==> src/design/prbs_check_pkg.sv <==
package prbs_check_pkg;

  localparam int LANES  = 8;
  localparam int CNT_W  = 24;
  localparam int HIST_W = 31;
  localparam int ADDR_W = 12;
  localparam int IDX_W  = 10;
  localparam int EV_W   = 3;

  // register indices; byte address is four times the index
  localparam logic [IDX_W-1:0] IDX_LANE_EN  = 10'h315;
  localparam logic [IDX_W-1:0] IDX_CTRL     = 10'h316;
  localparam logic [IDX_W-1:0] IDX_LIMIT0   = 10'h317;
  localparam logic [IDX_W-1:0] IDX_LIMIT1   = 10'h318;
  localparam logic [IDX_W-1:0] IDX_LIMIT2   = 10'h319;
  localparam logic [IDX_W-1:0] IDX_TALLY0   = 10'h31a;
  localparam logic [IDX_W-1:0] IDX_TALLY1   = 10'h31b;
  localparam logic [IDX_W-1:0] IDX_TALLY2   = 10'h31c;
  localparam logic [IDX_W-1:0] IDX_PASS     = 10'h31d;
  localparam logic [IDX_W-1:0] IDX_IRQ_STAT = 10'h31e;
  localparam logic [IDX_W-1:0] IDX_IRQ_MASK = 10'h31f;

  // check_control field positions
  localparam int CTRL_CLEAR  = 0;
  localparam int CTRL_RUN    = 1;
  localparam int CTRL_SEQ_LO = 2;
  localparam int CTRL_SEL_LO = 4;

  // reset values
  localparam logic [7:0]      CTRL_RST    = 8'h00;
  localparam logic [7:0]      LANE_EN_RST = 8'h00;
  localparam logic [CNT_W-1:0] LIMIT_RST  = 24'h000000;
  localparam logic [EV_W-1:0] MASK_RST    = 3'h0;

  // interrupt status bit positions
  localparam int EV_DONE = 0;
  localparam int EV_FAIL = 1;
  localparam int EV_SAT  = 2;

  // generator taps, counted from the newest history bit at 0
  localparam int P7_A  = 6;
  localparam int P7_B  = 5;
  localparam int P15_A = 14;
  localparam int P15_B = 13;
  localparam int P31_A = 30;
  localparam int P31_B = 27;
  localparam logic [4:0] LOCK7  = 5'h07;
  localparam logic [4:0] LOCK15 = 5'h0f;
  localparam logic [4:0] LOCK31 = 5'h1f;

  typedef enum logic [1:0] {
    SEQ_PRBS7  = 2'b00,
    SEQ_PRBS15 = 2'b01,
    SEQ_PRBS31 = 2'b10
  } seq_t;

  typedef struct packed {
    logic              psel;
    logic              penable;
    logic              pwrite;
    logic [ADDR_W-1:0] paddr;
    logic [31:0]       pwdata;
  } apb_req_t;

  typedef struct packed {
    logic        pready;
    logic [31:0] prdata;
    logic        pslverr;
  } apb_rsp_t;

  typedef struct packed {
    logic [HIST_W-1:0] hist;
    logic [4:0]        fill;
    logic [CNT_W-1:0]  count;
  } lane_state_t;

endpackage

==> src/design/prbs_checker_top.sv <==
// Behaviour
// - compare each lane's bits without link alignment
// - self-lock onto selected sequence, no seed
// - sequence select 00/01/10, reset 00
// - lane enable bit n checks lane n
// - many lanes checked, one tally shown
// - clear bit pulsed; clears checker while high
// - 24-bit error limit over three byte registers
// - run rising edge starts, written zero stops
// - pass register: one bit per lane
// - three-bit field selects lane of tally
// - 24-bit tally over three bytes, saturating
//
// Register access over APB is this design's own decision.
module prbs_checker_top
(
  // clock and reset
  input  wire logic                        clk_sys,
  input  wire logic                        rst_n,
  // register bus
  input  wire prbs_check_pkg::apb_req_t    apb_req,
  output prbs_check_pkg::apb_rsp_t         apb_rsp,
  // received lane bits from the physical layer
  input  wire logic [prbs_check_pkg::LANES-1:0] lane_bits,
  input  wire logic                        lane_bits_valid,
  // interrupt
  output logic                             irq
);
  import prbs_check_pkg::*;

  typedef struct packed {
    logic [7:0]       lane_en;
    logic [7:0]       ctrl;
    logic [CNT_W-1:0] limit;
    logic [7:0]       pass;
    logic             active;
    logic             run_q;
    logic             sat_q;
    logic [EV_W-1:0]  status;
    logic [EV_W-1:0]  mask;
    logic             pready;
    logic [31:0]      prdata;
    logic             pslverr;
    logic             irq;
  } top_state_t;

  top_state_t st_ff;
  top_state_t nxt_st;
  logic       rst_s_n;

  logic [CNT_W-1:0] counts [LANES];
  logic [LANES-1:0] sat_lane;
  logic [LANES-1:0] verdict;
  logic [CNT_W-1:0] tally_view;
  logic [IDX_W-1:0] idx;
  logic             hit;
  logic [31:0]      rdata;
  logic             access;
  logic             done;
  logic             clear_bit;
  logic             run_bit;
  logic [EV_W-1:0]  events;
  seq_t             seq_sel;

  rst_sync u_rst_sync
  (
    .clk_sys    (clk_sys),
    .rst_n      (rst_n),
    .rst_sync_n (rst_s_n)
  );

  assign clear_bit = st_ff.ctrl[CTRL_CLEAR];
  assign run_bit   = st_ff.ctrl[CTRL_RUN];
  assign seq_sel   = seq_t'(st_ff.ctrl[CTRL_SEQ_LO +: 2]);

  // every lane runs its own checker in parallel
  genvar g;
  generate
    for (g = 0; g < LANES; g++)
    begin : g_lane
      prbs_lane_check u_lane
      (
        .clk_sys   (clk_sys),
        .rst_n     (rst_s_n),
        .clear     (clear_bit),
        .check_en  (st_ff.active && st_ff.lane_en[g]),
        .seq       (seq_sel),
        .bit_valid (lane_bits_valid),
        .bit_in    (lane_bits[g]),
        .err_count (counts[g]),
        .saturated (sat_lane[g])
      );
      // disabled lanes are never reported as passing
      assign verdict[g] = st_ff.lane_en[g] &&
                          !(counts[g] > st_ff.limit);
    end
  endgenerate

  // only one lane's tally is visible at a time
  assign tally_view = counts[st_ff.ctrl[CTRL_SEL_LO +: 3]];

  assign idx    = apb_req.paddr[ADDR_W-1:2];
  assign access = apb_req.psel && apb_req.penable;
  assign done   = access && st_ff.pready;

  // address decode and read mux
  always_comb
  begin
    hit   = 1'b1;
    rdata = 32'h00000000;
    if (apb_req.paddr[1:0] != 2'h0)
      hit = 1'b0;
    else if (idx == IDX_LANE_EN)
      rdata[7:0] = st_ff.lane_en;
    else if (idx == IDX_CTRL)
      rdata[7:0] = st_ff.ctrl;
    else if (idx == IDX_LIMIT0)
      rdata[7:0] = st_ff.limit[7:0];
    else if (idx == IDX_LIMIT1)
      rdata[7:0] = st_ff.limit[15:8];
    else if (idx == IDX_LIMIT2)
      rdata[7:0] = st_ff.limit[23:16];
    else if (idx == IDX_TALLY0)
      rdata[7:0] = tally_view[7:0];
    else if (idx == IDX_TALLY1)
      rdata[7:0] = tally_view[15:8];
    else if (idx == IDX_TALLY2)
      rdata[7:0] = tally_view[23:16];
    else if (idx == IDX_PASS)
      rdata[7:0] = st_ff.pass;
    else if (idx == IDX_IRQ_STAT)
      rdata[EV_W-1:0] = st_ff.status;
    else if (idx == IDX_IRQ_MASK)
      rdata[EV_W-1:0] = st_ff.mask;
    else
      hit = 1'b0;
  end

  always_comb
  begin
    nxt_st         = st_ff;
    nxt_st.pready  = 1'b0;
    nxt_st.pslverr = 1'b0;
    events         = '0;

    // one wait state: answer is registered, so pready comes from a flop
    if (access && !st_ff.pready)
    begin
      nxt_st.pready  = 1'b1;
      nxt_st.pslverr = !hit;
      nxt_st.prdata  = apb_req.pwrite ? 32'h00000000 : rdata;
    end

    // writes take effect only at the completing edge
    if (done && apb_req.pwrite && hit)
    begin
      if (idx == IDX_LANE_EN)
        nxt_st.lane_en = apb_req.pwdata[7:0];
      else if (idx == IDX_CTRL)
        nxt_st.ctrl = {1'b0, apb_req.pwdata[6:0]};
      else if (idx == IDX_LIMIT0)
        nxt_st.limit[7:0] = apb_req.pwdata[7:0];
      else if (idx == IDX_LIMIT1)
        nxt_st.limit[15:8] = apb_req.pwdata[7:0];
      else if (idx == IDX_LIMIT2)
        nxt_st.limit[23:16] = apb_req.pwdata[7:0];
      else if (idx == IDX_IRQ_MASK)
        nxt_st.mask = apb_req.pwdata[EV_W-1:0];
    end

    // test sequencing; relies on the far end already sending
    nxt_st.run_q = run_bit;
    if (clear_bit)
    begin
      nxt_st.active = 1'b0;
      nxt_st.pass   = 8'h00;
    end
    else if (run_bit && !st_ff.run_q)
      nxt_st.active = 1'b1;
    else if (!run_bit && st_ff.active)
    begin
      nxt_st.active = 1'b0;
      nxt_st.pass   = verdict;
      events[EV_DONE] = 1'b1;
      events[EV_FAIL] = |(st_ff.lane_en & ~verdict);
    end

    nxt_st.sat_q = |(sat_lane & st_ff.lane_en);
    events[EV_SAT] = nxt_st.sat_q && !st_ff.sat_q;

    // read clears status; a new event in the same cycle still lands
    if (done && !apb_req.pwrite && hit && idx == IDX_IRQ_STAT)
      nxt_st.status = events;
    else
      nxt_st.status = st_ff.status | events;

    nxt_st.irq = |(nxt_st.status & nxt_st.mask);
  end

  always_ff @(posedge clk_sys or negedge rst_s_n)
  begin
    if (!rst_s_n)
    begin
      st_ff         <= '0;
      st_ff.ctrl    <= CTRL_RST;
      st_ff.lane_en <= LANE_EN_RST;
      st_ff.limit   <= LIMIT_RST;
      st_ff.mask    <= MASK_RST;
    end
    else
      st_ff <= nxt_st;
  end

  assign apb_rsp.pready  = st_ff.pready;
  assign apb_rsp.prdata  = st_ff.prdata;
  assign apb_rsp.pslverr = st_ff.pslverr;
  assign irq             = st_ff.irq;
endmodule // prbs_checker_top

==> src/design/rst_sync.sv <==
module rst_sync
(
  // clock and raw reset
  input  wire logic clk_sys,
  input  wire logic rst_n,
  // released copy
  output logic      rst_sync_n
);

  logic [1:0] stage_ff;

  // assert at once, release after two edges
  always_ff @(posedge clk_sys or negedge rst_n)
  begin
    if (!rst_n)
      stage_ff <= 2'h0;
    else
      stage_ff <= {stage_ff[0], 1'b1};
  end

  assign rst_sync_n = stage_ff[1];

endmodule // rst_sync

==> src/design/prbs_lane_check.sv <==
module prbs_lane_check
(
  // clock and reset
  input  wire logic                       clk_sys,
  input  wire logic                       rst_n,
  // control
  input  wire logic                       clear,
  input  wire logic                       check_en,
  input  wire prbs_check_pkg::seq_t       seq,
  // received lane bit
  input  wire logic                       bit_valid,
  input  wire logic                       bit_in,
  // result
  output logic [prbs_check_pkg::CNT_W-1:0] err_count,
  output logic                             saturated
);
  import prbs_check_pkg::*;

  lane_state_t st_ff;
  lane_state_t nxt_st;
  logic        expected;
  logic        locked;

  // self-synchronising: history is the received stream, so no seed needed
  always_comb
  begin
    nxt_st = st_ff;
    case (seq)
      SEQ_PRBS15:
      begin
        expected = st_ff.hist[P15_A] ^ st_ff.hist[P15_B];
        locked   = st_ff.fill >= LOCK15;
      end
      SEQ_PRBS31:
      begin
        expected = st_ff.hist[P31_A] ^ st_ff.hist[P31_B];
        locked   = st_ff.fill >= LOCK31;
      end
      default:
      begin
        expected = st_ff.hist[P7_A] ^ st_ff.hist[P7_B];
        locked   = st_ff.fill >= LOCK7;
      end
    endcase
    if (clear)
      nxt_st = '0;
    else if (check_en && bit_valid)
    begin
      nxt_st.hist = {st_ff.hist[HIST_W-2:0], bit_in};
      if (!locked)
        nxt_st.fill = st_ff.fill + 5'h01;
      else if ((bit_in != expected) && !(&st_ff.count))
        nxt_st.count = st_ff.count + 24'h000001;
    end
  end

  always_ff @(posedge clk_sys or negedge rst_n)
  begin
    if (!rst_n)
      st_ff <= '0;
    else
      st_ff <= nxt_st;
  end

  assign err_count = st_ff.count;
  assign saturated = &st_ff.count;
endmodule // prbs_lane_check

==> config.mk <==
export PLATFORM = sky130hd
export DESIGN_NAME = prbs_checker_top
export DESIGN_NICKNAME = d
export VERILOG_FILES = /design/src/design/prbs_check_pkg.sv /design/src/design/prbs_checker_top.sv /design/src/design/rst_sync.sv /design/src/design/prbs_lane_check.sv
export SDC_FILE = /design/constraint.sdc
export NUM_CORES = 2
export LEC_CHECK = 0
export BUFFER_PORTS_ARGS = -buffer_cell sky130_fd_sc_hd__buf_2
export CORE_ASPECT_RATIO = 0.5
export CORE_MARGIN = 2
export CORE_UTILIZATION = 41
export DETAILED_ROUTE_END_ITERATION = 10
export PLACE_DENSITY_LB_ADDON = 0.08
export SYNTH_ARGS = -nofsm -noshare
export SYNTH_HDL_FRONTEND = slang
export SYNTH_SLANG_ARGS = --single-unit
export TNS_END_PERCENT = 5
==> constraint.sdc <==
create_clock -name clk_sys -period 29.1 [get_ports clk_sys]
set_clock_uncertainty 0.2 [all_clocks]
set_input_delay 2.91 -clock clk_sys [delete_from_list [all_inputs] [get_ports clk_sys]]
set_output_delay 2.91 -clock clk_sys [all_outputs]
set_load 0.1 [all_outputs]
==> results.ini <==
[final_layout]
final_cells=4475
postLayoutCellArea_sq_mm=0.0346
final_core_util_pct=44.9
fin_nets=3677
area_growth_pct=9.06
layout-drive-gt1-share_pct=7.60

[cts]
cts.sinks=549
cts_hold_buf=0
htree_levels=2
path_clk_slew_ps=60
clk_latency_ps=650
clockRootBuffer=clkbuf_16
post-cts-setup-buffers=0
numCtsBuffers=54
postCtsResizedCells=0
cts_max_path_buffers=3
cts_tree=yes

[place]
gp_congestion=0.931
place_area_sq_mm=0.0327
port_buffers=44
place_hpwl_um=66100
dp_worst_setup_slack_ps=22890
dp.cells=4373

[worst_setup_path]
worstRegToRegCells=11
arrival_ps=5950
crit_fanout=32
required_ps=29440
setup.worst_path.class=in2reg
start_kind=primary input
cp-end-kind=flip-flop

[timing]
period_needed_ps=5610
layout_setup_ws_ps=23490
worstMarginPinSlew_ps=1200
period_share_pct=19.3
finalHoldViolCount=0
slew_headroom_pct=20.2
holdWs_ps=155
fmax_mhz=178
setup_viol=0
fin_tns_setup_ps=0
rsz0062_at_grt=no
slew_viol_final=0

[global_routing]
grt_max_degree=159
antenna_found_initial=9
grt-ovfl-total=0
track_usage_pct=24.0
grt_first_pass_wirelength_um=148000
first_global_vias=23900

[synthesis]
syn_area_sq_mm=0.0317
synth_top_area_cell=dfrtp_1
avgSynthCellArea_sq_um=9.20
syn_inst=3445
seq_area_frac_synth_pct=43.4
yosysMostFrequentCell=nand2_1
yosys_warnings=0
synthArstFlopShare_pct=100
synthFlopType=dfrtp_1
ys_ff_latch=549
yosysUniqueCellTypes=76
synth_common_cells=nand2_1, dfrtp_1, a21oi_1
yosysTopAreaCellShare_pct=43.4
ys_top_cells_by_area=dfrtp_1, ha_1, nand2_1, a21oi_1, xor2_1
synth_edf_count=0

[drt]
wl_per_cell_um=21.4
drt-vias-per-instance=5.72
drtIter0Drc=2725
route.vias.total=25600
drc=0
final_antenna_net_count=0
wirelength_um=95900
drt_first_pass_iters=6

[run]
maxCapViolCount=0

[floorplan]
die_h_um=201
pin_count=93
dieArea_sq_mm=0.0797
core_area_sq_mm=0.0769
num_rows=72
fp.dieW_um=397
initial_utilization_pct=41.2

[power]
power-per-cell-area_mw_per_mm2=44.7
report.power.total_mw=1.55
leakage_nw=16.0
ir_drop_uv=44.6

[outcome]
status=finished clean

[worst_hold_path]
whs_path_depth=0
min_path_type=reg2reg

kinds of logic (layout without fill, tap and decap cells):
family | after synthesis | in the layout | share of synthesized area (%)
buf+inv | 291 | 259 | 3.96
compound gates | 661 | 661 | 12.4
flops | 549 | 549 | 43.4
simple gates | 1398 | 1398 | 20.2
xor+xnor | 221 | 221 | 6.11
other cells | 2 | 28 | 0.0237
mux | 97 | 97 | 5.05
fa+ha+maj | 226 | 226 | 8.92
power by group:
part / total (mW) / switching (mW) / leakage, nW / internal (mW)
logic: 0.0360 / 0.0328 / 7.66 / 0.00325
clock network: 0.744 / 0.325 / 0.904 / 0.419
registers: 0.765 / 0.00192 / 7.46 / 0.763
final timing paths:
check	start	endpoint	slack (ps)
max in group asynchronous	u_rst_sync.stage_ff[1]	g_lane[4].u_lane.err_count[14]	26020
hold / removal	u_rst_sync.stage_ff[0]	u_rst_sync.stage_ff[1]	150
setup / recovery	lane_bits_valid	g_lane[4].u_lane.err_count[20]	23490
hold reg to reg	u_rst_sync.stage_ff[0]	u_rst_sync.stage_ff[1]	150
min in group asynchronous	u_rst_sync.stage_ff[1]	g_lane[2].u_lane.st_ff[30]	240
setup reg to reg	seq_sel[0]	g_lane[1].u_lane.err_count[19]	24750
worst max-delay path: stages:
cell     delay (ps)
buf_2           170
and3_1          970
nand4_1         630
nor2_1          290
o21ai_0         320
or4_1           570
o21ai_0          90
layout make-up:
class                   instances  area [sq um]
diodes                          3          7.51
clock buffers                  79          1570
clock inverters                20           284
fillers                      7493         42400
inverters                      74           278
multi-input cells            2628         16800
flip-flops and latches        549         13700
well taps                    1036          1300
repair buffers                 86           561
per-layer routing:
| metal | wire length (um) | track usage (%) | share of wire (%) |
|---|---|---|---|
| met1 | 47300 | 38.3 | 49 |
| met2 | 39200 | 33.2 | 41 |
| met3 | 7270 | 4.18 | 7.6 |
| met4 | 2060 | 5.67 | 2.1 |
| met5 | 0 | 0 | 0 |
cells in the final DEF (no fill, tap or decap), drive strengths merged, types with 17 or more instances in the layout:
master	synthesis	final
a21oi	357	357
ha	226	226
nand4	88	88
nor4	24	24
and4	41	41
mux2i	30	30
and3	70	70
o21ai	109	109
clkbuf	158	79
o211ai	32	32
or3	17	17
xnor2	83	83
buf	58	86
inv	73	73
o2111ai	30	30
mux2	19	19
mux4	48	48
nand2	650	650
nand3	103	103
a211oi	18	18
dfrtp	549	549
nor3	45	45
nor2	287	287
conb	2	25
and2	22	22
xor2	138	138
registers in the layout, summed over array words and instances (netlist names):
register	flops
g_lane.u_lane.st_ff	288
irq	1
g_lane.u_lane.err_count	192
st_ff	52
nxt_st	1
clear_bit	1
apb_rsp	10
u_rst_sync.stage_ff	2
seq_sel	2
(Power assumes the default switching activity.)
